<file path="config.mk">
export PLATFORM = sky130hd
export DESIGN_NAME = spfc_top
export DESIGN_NICKNAME = d
export VERILOG_FILES = /design/src/spfc_pkg.sv /design/src/spfc_pulse_gen.sv /design/src/spfc_top.sv
export SDC_FILE = /design/constraint.sdc
export NUM_CORES = 1
export LEC_CHECK = 0
export BUFFER_PORTS_ARGS = -buffer_cell sky130_fd_sc_hd__buf_2
export CORE_ASPECT_RATIO = 1.1
export CORE_MARGIN = 5
export CORE_UTILIZATION = 40
export DETAILED_ROUTE_END_ITERATION = 10
export GPL_TIMING_DRIVEN = 0
export PLACE_DENSITY_LB_ADDON = 0.08
export SKIP_CTS_REPAIR_TIMING = 1
export SYNTH_ARGS = -nofsm -noshare
export SYNTH_HDL_FRONTEND = slang
export SYNTH_HIERARCHICAL = 1
export SYNTH_SLANG_ARGS = --single-unit
</file>
<file path="constraint.sdc">
create_clock -name mclk_i -period 1.5 [get_ports mclk_i]
set_clock_uncertainty 0.1 [all_clocks]
set_input_delay 0.075 -clock mclk_i [delete_from_list [all_inputs] [get_ports mclk_i]]
set_output_delay 0.075 -clock mclk_i [all_outputs]
set_load 0.05 [all_outputs]
</file>
<file path="src/spfc_pkg.sv">
// Purpose: Shared constants for the STN panel format control block
// Assumes: Host I/O ports are 16-bit addresses, data is 8 bits wide
// Notes:   Clock is the 40 MHz display clock
package spfc_pkg;

  // **********************************************************************
  // I/O port map
  // **********************************************************************
  localparam logic [15:0] SPFC_MONO_INDEX_PORT  = 16'h03B4;
  localparam logic [15:0] SPFC_MONO_DATA_PORT   = 16'h03B5;
  localparam logic [15:0] SPFC_COLOR_INDEX_PORT = 16'h03D4;
  localparam logic [15:0] SPFC_COLOR_DATA_PORT  = 16'h03D5;

  // **********************************************************************
  // Register index, reset and layout
  // **********************************************************************
  localparam logic [7:0] SPFC_FORMAT_INDEX = 8'h08;
  localparam logic [7:0] SPFC_FORMAT_RESET = 8'h00;
  localparam logic [7:0] SPFC_INDEX_RESET  = 8'h00;
  localparam logic [7:0] SPFC_FORMAT_WMASK = 8'hBF;
  localparam logic [7:0] SPFC_READ_IDLE    = 8'h00;

  localparam int SPFC_BIT_ALT_GRAY   = 7;
  localparam int SPFC_BIT_SINGLE_SCN = 5;
  localparam int SPFC_BIT_TEXT_ENH   = 4;
  localparam int SPFC_BIT_SHORT_LP   = 3;
  localparam int SPFC_BIT_DUAL_SCLK  = 1;
  localparam int SPFC_BIT_DATA_8BIT  = 0;

  // Panel type field value that lets the scan selection act
  localparam logic [1:0] SPFC_PANEL_TYPE_MONO = 2'h0;

  // **********************************************************************
  // Timing
  // **********************************************************************
  localparam int SPFC_CLK_PERIOD_PS = 25000;
  localparam int SPFC_SHORT_LP_PS   = 120000;
  // Least time: round up to whole cycles
  localparam int SPFC_SHORT_LP_CYC  =
    (SPFC_SHORT_LP_PS + SPFC_CLK_PERIOD_PS - 1) / SPFC_CLK_PERIOD_PS;
  localparam int SPFC_LP_CNT_W      = 4;

  // **********************************************************************
  // Line clock pin source
  // **********************************************************************
  typedef enum logic [1:0] {
    SPFC_LC_TIMED = 2'b00,
    SPFC_LC_SHORT = 2'b01,
    SPFC_LC_HSYNC = 2'b10
  } spfc_lc_src_t;

endpackage : spfc_pkg

</file>
<file path="src/spfc_pulse_gen.sv">
// Purpose: Fixed-width short line pulse generator
// Assumes: line_start_i is a one-cycle pulse per scan line
// Notes:   A start during a running pulse restarts the count
`timescale 1ns/100ps
module spfc_pulse_gen #(
  parameter int CNT_W = spfc_pkg::SPFC_LP_CNT_W,
  parameter int WIDTH = spfc_pkg::SPFC_SHORT_LP_CYC
) (
  // Clock and reset
  input  wire logic mclk_i,
  input  wire logic rst_n_i,
  // Line timing
  input  wire logic line_start_i,
  output logic      pulse_o
);

  logic [CNT_W-1:0] count;
  logic [CNT_W-1:0] next_count;

  assign next_count = line_start_i    ? CNT_W'(WIDTH) :
                      (count != '0)   ? count - 1'b1  : count;

  always_ff @(posedge mclk_i or negedge rst_n_i) begin
    if (!rst_n_i) begin
      count   <= '0;
      pulse_o <= 1'b0;
    end else begin
      count   <= next_count;
      pulse_o <= (next_count != '0);
    end
  end

endmodule : spfc_pulse_gen

</file>
<file path="src/spfc_top.sv">
// Purpose: STN panel format register and panel format controls
// Assumes: Host I/O strobes are one cycle, synchronous to mclk_i
// Notes:   Other extension registers live elsewhere and feed inputs here
//
// Function
// RULE_01: Format register reachable only while unlocked
// RULE_02: Port address 3B5 mono, 3D5 colour
// RULE_03: Bit 7 selects alternate grayscale
// RULE_04: Bit 5 selects single or dual scan
// RULE_05: Scan select acts only for panel type 00
// RULE_06: Bit 4 enables foreground text enhancement
// RULE_07: Bit 3 with STN line clock: short pulse
// RULE_08: Bit 3 clear: pulse from timing registers
// RULE_09: Bit 1 selects dual shift clocks
// RULE_10: Dual-clock 8-bit panels need only bit 1
// RULE_11: Bit 0 selects 8-bit over 16-bit data
// RULE_12: Software sets bit 0 only for 8-bit single-clock
// RULE_13: Line clock select one routes horizontal sync
// RULE_14: Reserved bit 6 reads zero, ignores writes
`timescale 1ns/100ps
module spfc_top (
  // Clock and reset
  input  wire logic       mclk_i,
  input  wire logic       resetn_i,
  // Host I/O port
  input  wire logic [15:0] io_addr_i,
  input  wire logic        io_wr_i,
  input  wire logic        io_rd_i,
  input  wire logic [7:0]  io_wdata_i,
  output logic      [7:0]  io_rdata_o,
  output logic             io_rdata_valid_o,
  // Settings held in neighbouring registers
  input  wire logic        color_mode_i,
  input  wire logic        extension_unlock_i,
  input  wire logic [1:0]  panel_type_i,
  input  wire logic        tft_line_clk_sel_i,
  // Line timing sources
  input  wire logic        line_start_i,
  input  wire logic        timed_line_pulse_i,
  input  wire logic        hsync_i,
  // Panel format controls
  output logic             alt_gray_o,
  output logic             mono_single_scan_o,
  output logic             text_enh_o,
  output logic             dual_shift_clk_o,
  output logic             data_8bit_o,
  output logic             panel_line_clock_o
);

  // **********************************************************************
  // Reset release
  // **********************************************************************
  logic rst_meta;
  logic rst_n;

  always_ff @(posedge mclk_i or negedge resetn_i) begin
    if (!resetn_i) begin
      rst_meta <= 1'b0;
      rst_n    <= 1'b0;
    end else begin
      rst_meta <= 1'b1;
      rst_n    <= rst_meta;
    end
  end

  // **********************************************************************
  // Port decode
  // **********************************************************************
  function automatic logic port_hit(input logic [15:0] addr,
                                    input logic        color,
                                    input logic        data_port);
    logic [15:0] mono_p;
    logic [15:0] color_p;
    mono_p  = data_port ? spfc_pkg::SPFC_MONO_DATA_PORT
                        : spfc_pkg::SPFC_MONO_INDEX_PORT;
    color_p = data_port ? spfc_pkg::SPFC_COLOR_DATA_PORT
                        : spfc_pkg::SPFC_COLOR_INDEX_PORT;
    port_hit = (addr == (color ? color_p : mono_p));
  endfunction : port_hit

  logic [7:0] index;
  logic [7:0] format;

  wire index_hit;
  wire data_hit;
  wire fmt_sel;
  wire fmt_open;
  wire fmt_wr;
  wire fmt_rd;
  wire idx_wr;
  wire idx_rd;

  // RULE_02: mode picks port
  assign index_hit = port_hit(io_addr_i, color_mode_i, 1'b0);
  assign data_hit  = port_hit(io_addr_i, color_mode_i, 1'b1);
  assign fmt_sel   = (index == spfc_pkg::SPFC_FORMAT_INDEX);
  // RULE_01: unlock gates access
  assign fmt_open  = data_hit && fmt_sel && extension_unlock_i;
  assign fmt_wr    = io_wr_i && fmt_open;
  assign fmt_rd    = io_rd_i && fmt_open;
  assign idx_wr    = io_wr_i && index_hit;
  assign idx_rd    = io_rd_i && index_hit;

  // **********************************************************************
  // Index and format registers
  // **********************************************************************
  wire [7:0] next_format;

  // RULE_14: reserved bit masked
  assign next_format = fmt_wr ? (io_wdata_i & spfc_pkg::SPFC_FORMAT_WMASK)
                              : format;

  always_ff @(posedge mclk_i or negedge rst_n) begin
    if (!rst_n) begin
      index  <= spfc_pkg::SPFC_INDEX_RESET;
      format <= spfc_pkg::SPFC_FORMAT_RESET;
    end else begin
      if (idx_wr) begin
        index <= io_wdata_i;
      end
      format <= next_format;
    end
  end

  // **********************************************************************
  // Read path
  // **********************************************************************
  wire [7:0] next_rdata;
  wire       next_rvalid;

  assign next_rdata  = fmt_rd ? format :
                       idx_rd ? index  : spfc_pkg::SPFC_READ_IDLE;
  assign next_rvalid = fmt_rd || idx_rd;

  always_ff @(posedge mclk_i or negedge rst_n) begin
    if (!rst_n) begin
      io_rdata_o       <= spfc_pkg::SPFC_READ_IDLE;
      io_rdata_valid_o <= 1'b0;
    end else begin
      io_rdata_o       <= next_rdata;
      io_rdata_valid_o <= next_rvalid;
    end
  end

  // **********************************************************************
  // Format controls
  // **********************************************************************
  wire scan_allowed;
  wire next_single_scan;

  // RULE_05: panel type gate
  assign scan_allowed     = (panel_type_i == spfc_pkg::SPFC_PANEL_TYPE_MONO);
  // RULE_04: scan type select
  assign next_single_scan = scan_allowed &&
                            format[spfc_pkg::SPFC_BIT_SINGLE_SCN];

  // Bit 2 is stored and read back only; it steers nothing here
  // Controls follow the register one cycle late, like every output
  always_ff @(posedge mclk_i or negedge rst_n) begin
    if (!rst_n) begin
      alt_gray_o         <= 1'b0;
      mono_single_scan_o <= 1'b0;
      text_enh_o         <= 1'b0;
      dual_shift_clk_o   <= 1'b0;
      data_8bit_o        <= 1'b0;
    end else begin
      // RULE_03: grayscale scheme
      alt_gray_o         <= format[spfc_pkg::SPFC_BIT_ALT_GRAY];
      mono_single_scan_o <= next_single_scan;
      // RULE_06: text enhancement
      text_enh_o         <= format[spfc_pkg::SPFC_BIT_TEXT_ENH];
      // RULE_09: shift clock count
      dual_shift_clk_o   <= format[spfc_pkg::SPFC_BIT_DUAL_SCLK];
      // RULE_11: data width
      data_8bit_o        <= format[spfc_pkg::SPFC_BIT_DATA_8BIT];
    end
  end

  // **********************************************************************
  // Line clock pin
  // **********************************************************************
  logic                  short_pulse;
  spfc_pkg::spfc_lc_src_t lc_src;
  logic                  next_line_clock;

  spfc_pulse_gen #(
    .CNT_W (spfc_pkg::SPFC_LP_CNT_W),
    .WIDTH (spfc_pkg::SPFC_SHORT_LP_CYC)
  ) u_short_pulse (
    .mclk_i       (mclk_i),
    .rst_n_i      (rst_n),
    .line_start_i (line_start_i),
    .pulse_o      (short_pulse)
  );

  // RULE_13: TFT sync routing
  // RULE_07: short pulse choice
  // RULE_08: timed pulse choice
  assign lc_src = tft_line_clk_sel_i ? spfc_pkg::SPFC_LC_HSYNC :
                  format[spfc_pkg::SPFC_BIT_SHORT_LP] ?
                  spfc_pkg::SPFC_LC_SHORT : spfc_pkg::SPFC_LC_TIMED;

  always_comb begin
    case (lc_src)
      spfc_pkg::SPFC_LC_HSYNC: next_line_clock = hsync_i;
      spfc_pkg::SPFC_LC_SHORT: next_line_clock = short_pulse;
      default:                 next_line_clock = timed_line_pulse_i;
    endcase
  end

  // One extra stage keeps the pin glitch free when the source changes
  always_ff @(posedge mclk_i or negedge rst_n) begin
    if (!rst_n) begin
      panel_line_clock_o <= 1'b0;
    end else begin
      panel_line_clock_o <= next_line_clock;
    end
  end

  // **********************************************************************
  // Checks
  // **********************************************************************
  chk_locked_write: assert property ( // RULE_01
    @(posedge mclk_i) disable iff (!rst_n)
    (io_wr_i && !extension_unlock_i) |=> (format == $past(format)))
    else $error("format changed while extensions locked");

  chk_locked_read: assert property ( // RULE_01
    @(posedge mclk_i) disable iff (!rst_n)
    (io_rd_i && data_hit && !extension_unlock_i) |=> !io_rdata_valid_o)
    else $error("format read answered while locked");

  chk_port_mode: assert property ( // RULE_02
    @(posedge mclk_i) disable iff (!rst_n)
    (io_wr_i && fmt_sel && extension_unlock_i &&
     (io_addr_i == (color_mode_i ? spfc_pkg::SPFC_MONO_DATA_PORT
                                 : spfc_pkg::SPFC_COLOR_DATA_PORT)))
    |=> (format == $past(format)))
    else $error("format written through port of other mode");

  chk_alt_gray: assert property ( // RULE_03
    @(posedge mclk_i) disable iff (!rst_n)
    fmt_wr ##1 1'b1 |=> (alt_gray_o ==
                         $past(io_wdata_i[spfc_pkg::SPFC_BIT_ALT_GRAY], 2)))
    else $error("alternate grayscale does not follow written bit");

  chk_scan_gate: assert property ( // RULE_05
    @(posedge mclk_i) disable iff (!rst_n)
    (panel_type_i != spfc_pkg::SPFC_PANEL_TYPE_MONO) |=>
    !mono_single_scan_o)
    else $error("scan selection acted for non-mono panel type");

  chk_scan_follow: assert property ( // RULE_04
    @(posedge mclk_i) disable iff (!rst_n)
    (scan_allowed && format[spfc_pkg::SPFC_BIT_SINGLE_SCN]) |=>
    mono_single_scan_o)
    else $error("single scan not selected");

  chk_text_enh: assert property ( // RULE_06
    @(posedge mclk_i) disable iff (!rst_n)
    $rose(text_enh_o) |-> $past(format[spfc_pkg::SPFC_BIT_TEXT_ENH]))
    else $error("text enhancement without format bit");

  chk_short_width: assert property ( // RULE_07
    @(posedge mclk_i) disable iff (!rst_n)
    (line_start_i && !tft_line_clk_sel_i &&
     format[spfc_pkg::SPFC_BIT_SHORT_LP]) ##1
    (!tft_line_clk_sel_i && format[spfc_pkg::SPFC_BIT_SHORT_LP] &&
     !line_start_i)[*5]
    |=> panel_line_clock_o ##1 !panel_line_clock_o)
    else $error("short line pulse width wrong");

  chk_timed_src: assert property ( // RULE_08
    @(posedge mclk_i) disable iff (!rst_n)
    (!tft_line_clk_sel_i && !format[spfc_pkg::SPFC_BIT_SHORT_LP]) |=>
    (panel_line_clock_o == $past(timed_line_pulse_i)))
    else $error("line pulse not taken from timing registers");

  chk_short_src: assert property ( // RULE_07
    @(posedge mclk_i) disable iff (!rst_n)
    (!tft_line_clk_sel_i && format[spfc_pkg::SPFC_BIT_SHORT_LP]) |=>
    (panel_line_clock_o == $past(short_pulse)))
    else $error("line pulse not taken from short pulse");

  chk_dual_sclk: assert property ( // RULE_09
    @(posedge mclk_i) disable iff (!rst_n)
    ##1 (dual_shift_clk_o == $past(format[spfc_pkg::SPFC_BIT_DUAL_SCLK])))
    else $error("shift clock select does not follow format");

  chk_data_width: assert property ( // RULE_11
    @(posedge mclk_i) disable iff (!rst_n)
    ##1 (data_8bit_o == $past(format[spfc_pkg::SPFC_BIT_DATA_8BIT])))
    else $error("data width select does not follow format");

  chk_hsync_route: assert property ( // RULE_13
    @(posedge mclk_i) disable iff (!rst_n)
    tft_line_clk_sel_i |=> (panel_line_clock_o == $past(hsync_i)))
    else $error("line clock pin does not carry hsync");

  chk_reserved_bit: assert property ( // RULE_14
    @(posedge mclk_i) disable iff (!rst_n)
    fmt_rd |=> (io_rdata_valid_o && !io_rdata_o[6]))
    else $error("reserved bit reads nonzero");

endmodule : spfc_top

</file>
==> metrics.yaml, run 1 <==
die_x_um: 69.1
final.fill_count: 347
port_buffers: 50
worstPathMaxFanout: 7
max_freq_mhz: 570
cts_buffer_depth: 2
critPathLaunchType: "flop"
cts_root_buf: "clkbuf_8"
period_share: 1.17
synth_seq_area_share: 0.602
fin_hold_ws_ps: -5.41
yosysWarnings: 6
overflow: 0
leakage_nw: 1.12
violations: "hold timing, setup timing"
drive_gt1_frac: 0.488
clk_pin_slew_ps: 70
critPathSlowestCell: "dfrtp_1"
pin_count: 51
place_ws_ps: -556
antenna_found_initial: 0
track_usage: 0.133
synth_cell_types: 29
die_area_mm2: 0.00519
tns_ps: -2330
max-cap-violations: 0
timing.max_slew.rel_slack: 0.516
clock_sinks: 37
rows: 23
first_pass_iters: 3
place_area_mm2: 0.00187
routedWlPerCell_um: 13.6
drt-initial-drc-count: 23
drtAntennaViolNets: 0
netlist_instances: 122
max_stage_delay_ps: 400
syn_area_per_cell_um2: 12.6
design_area_mm2: 0.00224
avgViaCountPerCell: 4.69
finalMaxSlewViolations: 0
netlist_area_mm2: 0.00154
core_area_mm2: 0.00368
r2r_setup_slack_ps: -250
period_needed_ps: 1750
cts_buffers: 5
reg2reg_to: "format[4]"
worstPathArrival_ps: 1830
post-route-util: 0.609
rsz0062_at_grt: "true"
path_delay_family: "simple AND/OR/NAND/NOR gates"
area_growth_syn_to_layout_pct: 45.7
grt_pass1_vias: 1200
timing.rr.start: "index[7]"
yosysTopAreaCellShare: 0.602
worstRegToRegCells: 5
crit_chain: "nor4b_2 > and4b_1 > buf_6 > nand4_4 > mux2_4"
worst-setup-path-type: "flop to flop"
synth_nets: 159
stdcell_count: 251
wl_mm: 3.41
die_h_um: 75.1
status: "finished, violations left"
multi_input_area_um2: 659
num_vias: 1177
ir_worst_vdd_uv: 525
seq_area_um2: 928
grt_pass1_wl_mm: 5.23
total_power_mw: 2.04
path_buf_inv: 1
power_density_mw_per_mm2: 910
min_path_type: "input port to async pin"
grt_max_degree: 36
dp.final_hpwl_mm: 2.40
insertion_delay_ps: 290
cts_tree: "built"
dp.cells: 222
crit_required_ps: 1570
diodes: 0
drc_errors: 0
htreeDepth: 2
timing.final.ws_setup_ps: -254
setup.worst_path.end_class: "flop"
tightestPinTransition_ps: 726
final_nets: 237
ys_ff_latch: 37
yosysTopAreaCell: "dfrtp_1"
gp_congestion: 0.742
start_util: 0.418
setup_violations: 15
synth_area_leaders: "dfrtp_1, mux2_2, a21oi_1"
hold_violations: 2
[routing by layer]
metal  vias up  track usage  share of wire
li1        580            -              -
met1       564        0.140           0.39
met2        27        0.231           0.54
met3         6       0.0467          0.053
met4         0       0.0846          0.022
met5         -            0              0
[how the worst max path moves through the flow]
stage,from,end,slack [ps],depth (start not counted)
detailed placement,index[4],format[7],-560,5
finish,index[7],format[4],-250,5
global placement,index[4],format[0],-570,5
floorplan,index[1],format[0],-220,5
CTS,index[4],format[1],-580,5
global route,index[7],format[4],-340,5
[cell families after synthesis]
kind of cell,count (synthesis),synth area share
simple gates,44,0.172
mux,17,0.123
buf+inv,7,0.0228
compound gates,14,0.0650
flops,37,0.602
other cells,1,0.00244
fa+ha+maj,1,0.00813
xor+xnor,1,0.00569
[cell usage after synthesis (all sizes together)]
cell	n
nand3b	2
dfrtp	37
conb	1
and4b	2
nand4	3
or2	1
nor3b	2
and3	1
clkbuf	1
a211oi	1
buf	2
nand2b	1
o21ai	2
mux2i	2
nor2b	7
mux2	15
nor2	12
xnor2	1
or3b	2
nor4	2
ha	1
nor4b	2
nor3	2
a2111oi	1
nand2	5
a21oi	10
inv	4
[layout make-up]
type                    instances  area share
multi-input cells              78       0.294
clock buffers                   7      0.0430
inverters                       4     0.00670
well taps                      50      0.0279
flip-flops and latches         37       0.414
plain buffers                   3      0.0117
repair buffers                 71       0.200
clock inverters                 1     0.00223
[flip-flops by register name (all words and copies together), names as in the netlist]
name	count
data_8bit_o	1
text_enh_o	1
format	7
io_rdata_valid_o	1
rst_n	1
io_rdata_o	8
index	8
rst_meta	1
alt_gray_o	1
u_short_pulse/pulse_o	1
dual_shift_clk_o	1
panel_line_clock_o	1
mono_single_scan_o	1
u_short_pulse/count	4
[where the power goes]
group | leakage (nW) | switching (mW) | total [mW] | internal (mW)
registers | 0.496 | 0.0352 | 1.06 | 1.02
clock network | 0.0542 | 0.330 | 0.744 | 0.415
logic | 0.574 | 0.102 | 0.238 | 0.136
[placed cells by master, fill, tap and decap left out, drive strengths merged]
cell,n
clkinv,1
or2,1
nand2,5
buf,59
mux2,15
mux2i,2
xnor2,1
dlygate4sd3,14
nor2b,7
a21oi,10
ha,1
nor3b,2
and4b,2
a2111oi,1
nor3,2
dfrtp,37
conb,1
nand3b,2
o21ai,2
nor4b,2
inv,4
and3,1
nor2,12
a211oi,1
nand2b,1
clkbuf,8
nand4,3
or3b,2
nor4,2
Note: power is estimated with default switching activity, not from simulation.
==> run 2, diff against run 1 <==
Settings changed: ABC_AREA set to 1.
==> run 2 against run 1 <==
  * The flow finishes with violations (hold timing)
  * Sequential cell count unchanged
  * Clock power decreased by 12%
  * Core utilization decreased by 5.8 points
  * Power decreased by 5.6%
  * Synthesized cell count increased by 67%
  * Wire length increased by 17%
  * Register-to-register slack improved by 310 ps
  * Via count increased by 33%
  * Setup slack improved by 310 ps
  * Cell count increased by 33%
  * Critical endpoint is now io_rdata_o[7]
==> metrics.yaml, run 2 <==
status: "finished, violations left"
violations: "hold timing"
layout_commonest_cell: "nand2_1"
dp.cells: 306
fin_hold_ws_ps: -7.88
num_vias: 1562
finalMaxSlewViolations: 0
multi_input_area_um2: 696
synth_seq_area_share: 0.529
ir_worst_vdd_uv: 344
p_comb_frac: 0.115
wl_mm: 4.00
cts_tree: "built"
drtAntennaViolNets: 0
die_area_mm2: 0.00580
start_util: 0.411
max_freq_mhz: 693
p_switching_mw: 0.483
most-common-layout-cells: "nand2_1, buf_2, dfrtp_1"
place_area_mm2: 0.00206
total_power_mw: 1.92
avgViaCountPerCell: 4.66
swShare: 0.251
synthFlopType: "dfrtp_1"
pin_count: 51
area_growth_syn_to_layout_pct: 33.8
insertion_delay_ps: 290
period_share: 0.962
critPathLaunchType: "flop"
clk_pin_slew_ps: 70
diodes: 0
wl_met3_um: 233
crit_required_ps: 1630
tightestPinTransition_ps: 753
grt_pass1_wl_mm: 6.38
max-cap-violations: 0
hold_violations: 1
drt-initial-drc-count: 66
core_area_mm2: 0.00425
synth_commonest_cells: "nand2_1, dfrtp_1, nand4_1"
die_h_um: 79.4
cts_root_buf: "clkbuf_8"
synth_nets: 241
wl_met2_mm: 1.79
ys_ff_latch: 37
yosysWarnings: 6
grt_max_degree: 36
cts_buffers: 5
routedWlPerCell_um: 11.9
track_usage: 0.142
reg_top3: "index x8, io_rdata_o x8, format x7"
design_area_mm2: 0.00234
first_pass_iters: 4
synth_enable_flop_cells: 0
netlist_instances: 204
synth_most_common_cell: "nand2_1"
yosysTopAreaCellShare: 0.529
grt_pass1_vias: 1393
tns_ps: 0
worstPathArrival_ps: 1570
highest_layer: "met4"
power_frac_clock: 0.341
internal_power_mw: 1.44
final.fill_count: 441
worst-setup-path-type: "flop to flop"
netlist_area_mm2: 0.00175
die_x_um: 73.1
rows: 25
overflow: 0
setup_violations: 0
setup.worst_path.end_class: "flop"
drive_gt1_frac: 0.306
rsz0062_at_grt: "true"
synth_cell_types: 23
final_nets: 317
period_needed_ps: 1440
power_density_mw_per_mm2: 822
timing.final.ws_setup_ps: 56.4
syn_area_per_cell_um2: 8.58
port_buffers: 48
dp.final_hpwl_mm: 2.92
gp_congestion: 0.762
timing.max_slew.rel_slack: 0.498
post-route-util: 0.551
leakage_nw: 1.30
synthArstFlopShare: 1.00
clock_sinks: 37
stdcell_count: 335
cts_buffer_depth: 2
min_path_type: "input port to flop"
place_ws_ps: -13.8
seq_area_um2: 927
htreeDepth: 2
met1Wirelength_mm: 1.89
drc_errors: 0
antenna_found_initial: 0
worstPathMaxFanout: 5
yosysTopAreaCell: "dfrtp_1"
pwr-share-seq: 0.544
synth_area_leaders: "dfrtp_1, nand2_1, nand4_1"
## run 2: cell count changes after synthesis, sizes merged, moves of 7 or more
cell | previous run | this run
a21oi | 10 | 3
nand3 | 0 | 11
nand2 | 5 | 60
nor2 | 12 | 27
mux2 | 15 | 0
nor2b | 7 | 0
inv | 4 | 21
nand4 | 3 | 30
## run 2: kinds of logic (layout without fill, tap and decap cells)
kind of cell / after synthesis / after routing / share of synthesized area
adder cells (fa/ha/maj): 1 / 1 / 0.00715
flip-flops: 37 / 37 / 0.529
other: 1 / 1 / 0.00214
buffers and inverters: 30 / 107 / 0.0765
AND/OR/NAND/NOR: 129 / 129 / 0.359
AO/OA/AOI/OAI: 6 / 6 / 0.0265
## run 2: final cells by class
type | count | area share
buffer | 9 | 0.0235
clock inverter | 2 | 0.00427
tap | 54 | 0.0288
sequential | 37 | 0.396
multi-input combinational | 137 | 0.297
timing repair buffer | 69 | 0.186
clock buffer | 6 | 0.0310
inverter | 21 | 0.0337
## run 2: metal layers
| metal | up-vias | global-route usage |
|---|---|---|
| met5 | - | 0 |
| met1 | 692 | 0.191 |
| met4 | 0 | 0.0720 |
| met3 | 5 | 0.0302 |
| li1 | 816 | - |
| met2 | 49 | 0.213 |
## run 2: final timing paths
path                                    start                  to  slack, ps  cells past startpoint
min                        timed_line_pulse_i  panel_line_clock_o         -8                      3
max                                  index[0]       io_rdata_o[7]         60                      8
max reg2reg                          index[0]       io_rdata_o[7]         60                      8
max in group asynchronous               rst_n    dual_shift_clk_o        570                      0
min in group asynchronous               rst_n           format[2]        240                      0
min reg2reg                             rst_n           format[2]        240                      0
## run 2: critical path, stage by stage (launching register included)
cell and delay, ps:
dfrtp_1 420, nor2_2 140, nand2_1 70, nor2_1 90
nand2_1 90, nor2_4 180, buf_4 160, nand4_1 70
nand2_1 70
## run 2: power groups by stage
stage          sequential, mW  clock, mW  combinational (mW)
4_1_cts                  1.05      0.683               0.193
6_report                 1.05      0.656               0.222
5_1_grt                  1.05      0.724               0.249
3_5_place_dp             1.07          0               0.192
2_1_floorplan            1.07          0               0.113
3_3_place_gp             1.07          0               0.190
==> run 3, diff against run 2 <==
Settings changed: CAP_MARGIN set to 20, RECOVER_POWER set to 50.
==> run 3 against run 2 <==
  * The flow still finishes with violations (hold timing)
  * Final area down 0.80%
  * Non-clock buffer count unchanged
  * Sequential cell count unchanged
  * Highest routed layer unchanged
==> metrics.yaml, run 3 (same netlist as run 2, synthesis figures left out) <==
final_nets: 317
reg2reg_to: "format[7]"
die_x_um: 73.1
max_freq_mhz: 692
stdcell_count: 335
first_pass_iters: 4
num_vias: 1570
multi_input_area_um2: 696
period_needed_ps: 1450
worstPathMaxFanout: 5
rsz0062_at_grt: "true"
worstSetupPathDepth: 8
htreeDepth: 2
antenna_found_initial: 0
gp_congestion: 0.762
overflow: 0
setup.worst_path.end_class: "flop"
die_h_um: 79.4
port_buffers: 48
drt-initial-drc-count: 60
status: "finished, violations left"
drc_errors: 0
clk_pin_slew_ps: 70
grt_pass1_vias: 1393
cts_tree: "built"
wl_mm: 4.02
worstPathArrival_ps: 1580
die_area_mm2: 0.00580
holdCritStartpoint: "timed_line_pulse_i"
start_util: 0.411
grt_util_met3: 0.0302
worst-setup-path-type: "flop to flop"
r2r_setup_slack_ps: 50
critPathLaunchType: "flop"
pin_count: 51
worstRegToRegCells: 8
core_area_mm2: 0.00425
crit_path_frequent_cell: "nand2_1"
seq_area_um2: 927
reg_top3: "index x8, io_rdata_o x8, format x7"
diodes: 0
layout_commonest_cell: "nand2_1"
busiest_layer: "met2"
path_delay_family: "simple AND/OR/NAND/NOR gates"
area_growth_syn_to_layout_pct: 32.7
hold_violations: 1
drive_gt1_frac: 0.253
clock_sinks: 37
drtAntennaViolNets: 0
routedWlPerCell_um: 12.0
avgViaCountPerCell: 4.69
period_share: 0.964
min_path_type: "input port to flop"
ir_worst_vdd_uv: 343
max-cap-violations: 0
timing.final.ws_setup_ps: 54.1
place_ws_ps: -13.8
rows: 25
grt_max_degree: 36
insertion_delay_ps: 290
fin_hold_ws_ps: -8.41
use_met1: 0.191
critPathSlowestCell: "dfrtp_1"
power_density_mw_per_mm2: 828
dp.cells: 306
cts_buffer_depth: 2
path_buf_inv: 1
tns_ps: 0
post-route-util: 0.546
violations: "hold timing"
finalMaxSlewViolations: 0
most-common-layout-cells: "nand2_1, buf_2, dfrtp_1"
timing.rr.start: "index[0]"
track_usage: 0.142
cts_root_buf: "clkbuf_8"
final.fill_count: 453
crit_chain: "nor2_2 > nand2_1 > nor2_1 > nand2_1 > nor2_4 > buf_4 > nand4_1 > nand2_1"
holdPathEnd: "panel_line_clock_o"
whs_path_depth: 3
setup_violations: 0
tightestPinTransition_ps: 747
max_stage_delay_ps: 420
timing.max_slew.rel_slack: 0.502
leakage_nw: 1.23
use_met2: 0.213
dp.final_hpwl_mm: 2.92
grt_pass1_wl_mm: 6.38
crit_required_ps: 1630
cts_buffers: 5
[run 3: changes by cell type in the layout (fill, tap and decap cells not counted), sizes merged]
cell / delta
clkbuf: +15
buf: -15
[run 3: worst max-delay path by stage]
| stage | slack, ps | endpoint | start |
|---|---|---|---|
| global route | -40 | format[7] | index[3] |
| CTS | -40 | format[0] | index[0] |
| detailed placement | -10 | format[0] | index[0] |
| floorplan | 220 | u_short_pulse/pulse_o | u_short_pulse/count[0] |
| global placement | -170 | mono_single_scan_o | rst_n |
| finish | 50 | format[7] | index[0] |
[run 3: worst min-delay path, delay by kind of cell]
| family | cells | cell delay [ps] |
|---|---|---|
| AND/OR/NAND/NOR | 1 | 80 |
| buffers and inverters | 1 | 100 |
| AO/OA/AOI/OAI | 1 | 80 |
[run 3: cell type report]
| type | count | area share |
|---|---|---|
| plain buffers | 9 | 0.0237 |
| clock buffers | 6 | 0.0312 |
| inverters | 21 | 0.0339 |
| flip-flops and latches | 37 | 0.399 |
| multi-input cells | 137 | 0.299 |
| well taps | 54 | 0.0291 |
| clock inverters | 2 | 0.00431 |
| repair buffers | 69 | 0.179 |
[run 3: stage by stage]
| stage | instance area [µm²] | power [mW] |
|---|---|---|
| finish | 2320 | 1.92 |
| global route | 2320 | 2.03 |
| CTS | 2140 | 1.92 |
| detailed placement | 2060 | 1.26 |
| global placement | 2060 | 1.26 |
| floorplan | 1750 | 1.18 |
[run 3: where the power goes]
group | leakage (nW) | total, mW | switching [mW] | internal [mW]
Clock | 0.0450 | 0.656 | 0.334 | 0.321
Combinational | 0.692 | 0.222 | 0.119 | 0.103
Sequential | 0.496 | 1.05 | 0.0303 | 1.02
[run 3: metal layers]
metal  up-vias  share of wire
li1        818              -
met1       699           0.48
met2        48           0.44
met3         5          0.059
met4         0          0.021
met5         -              0
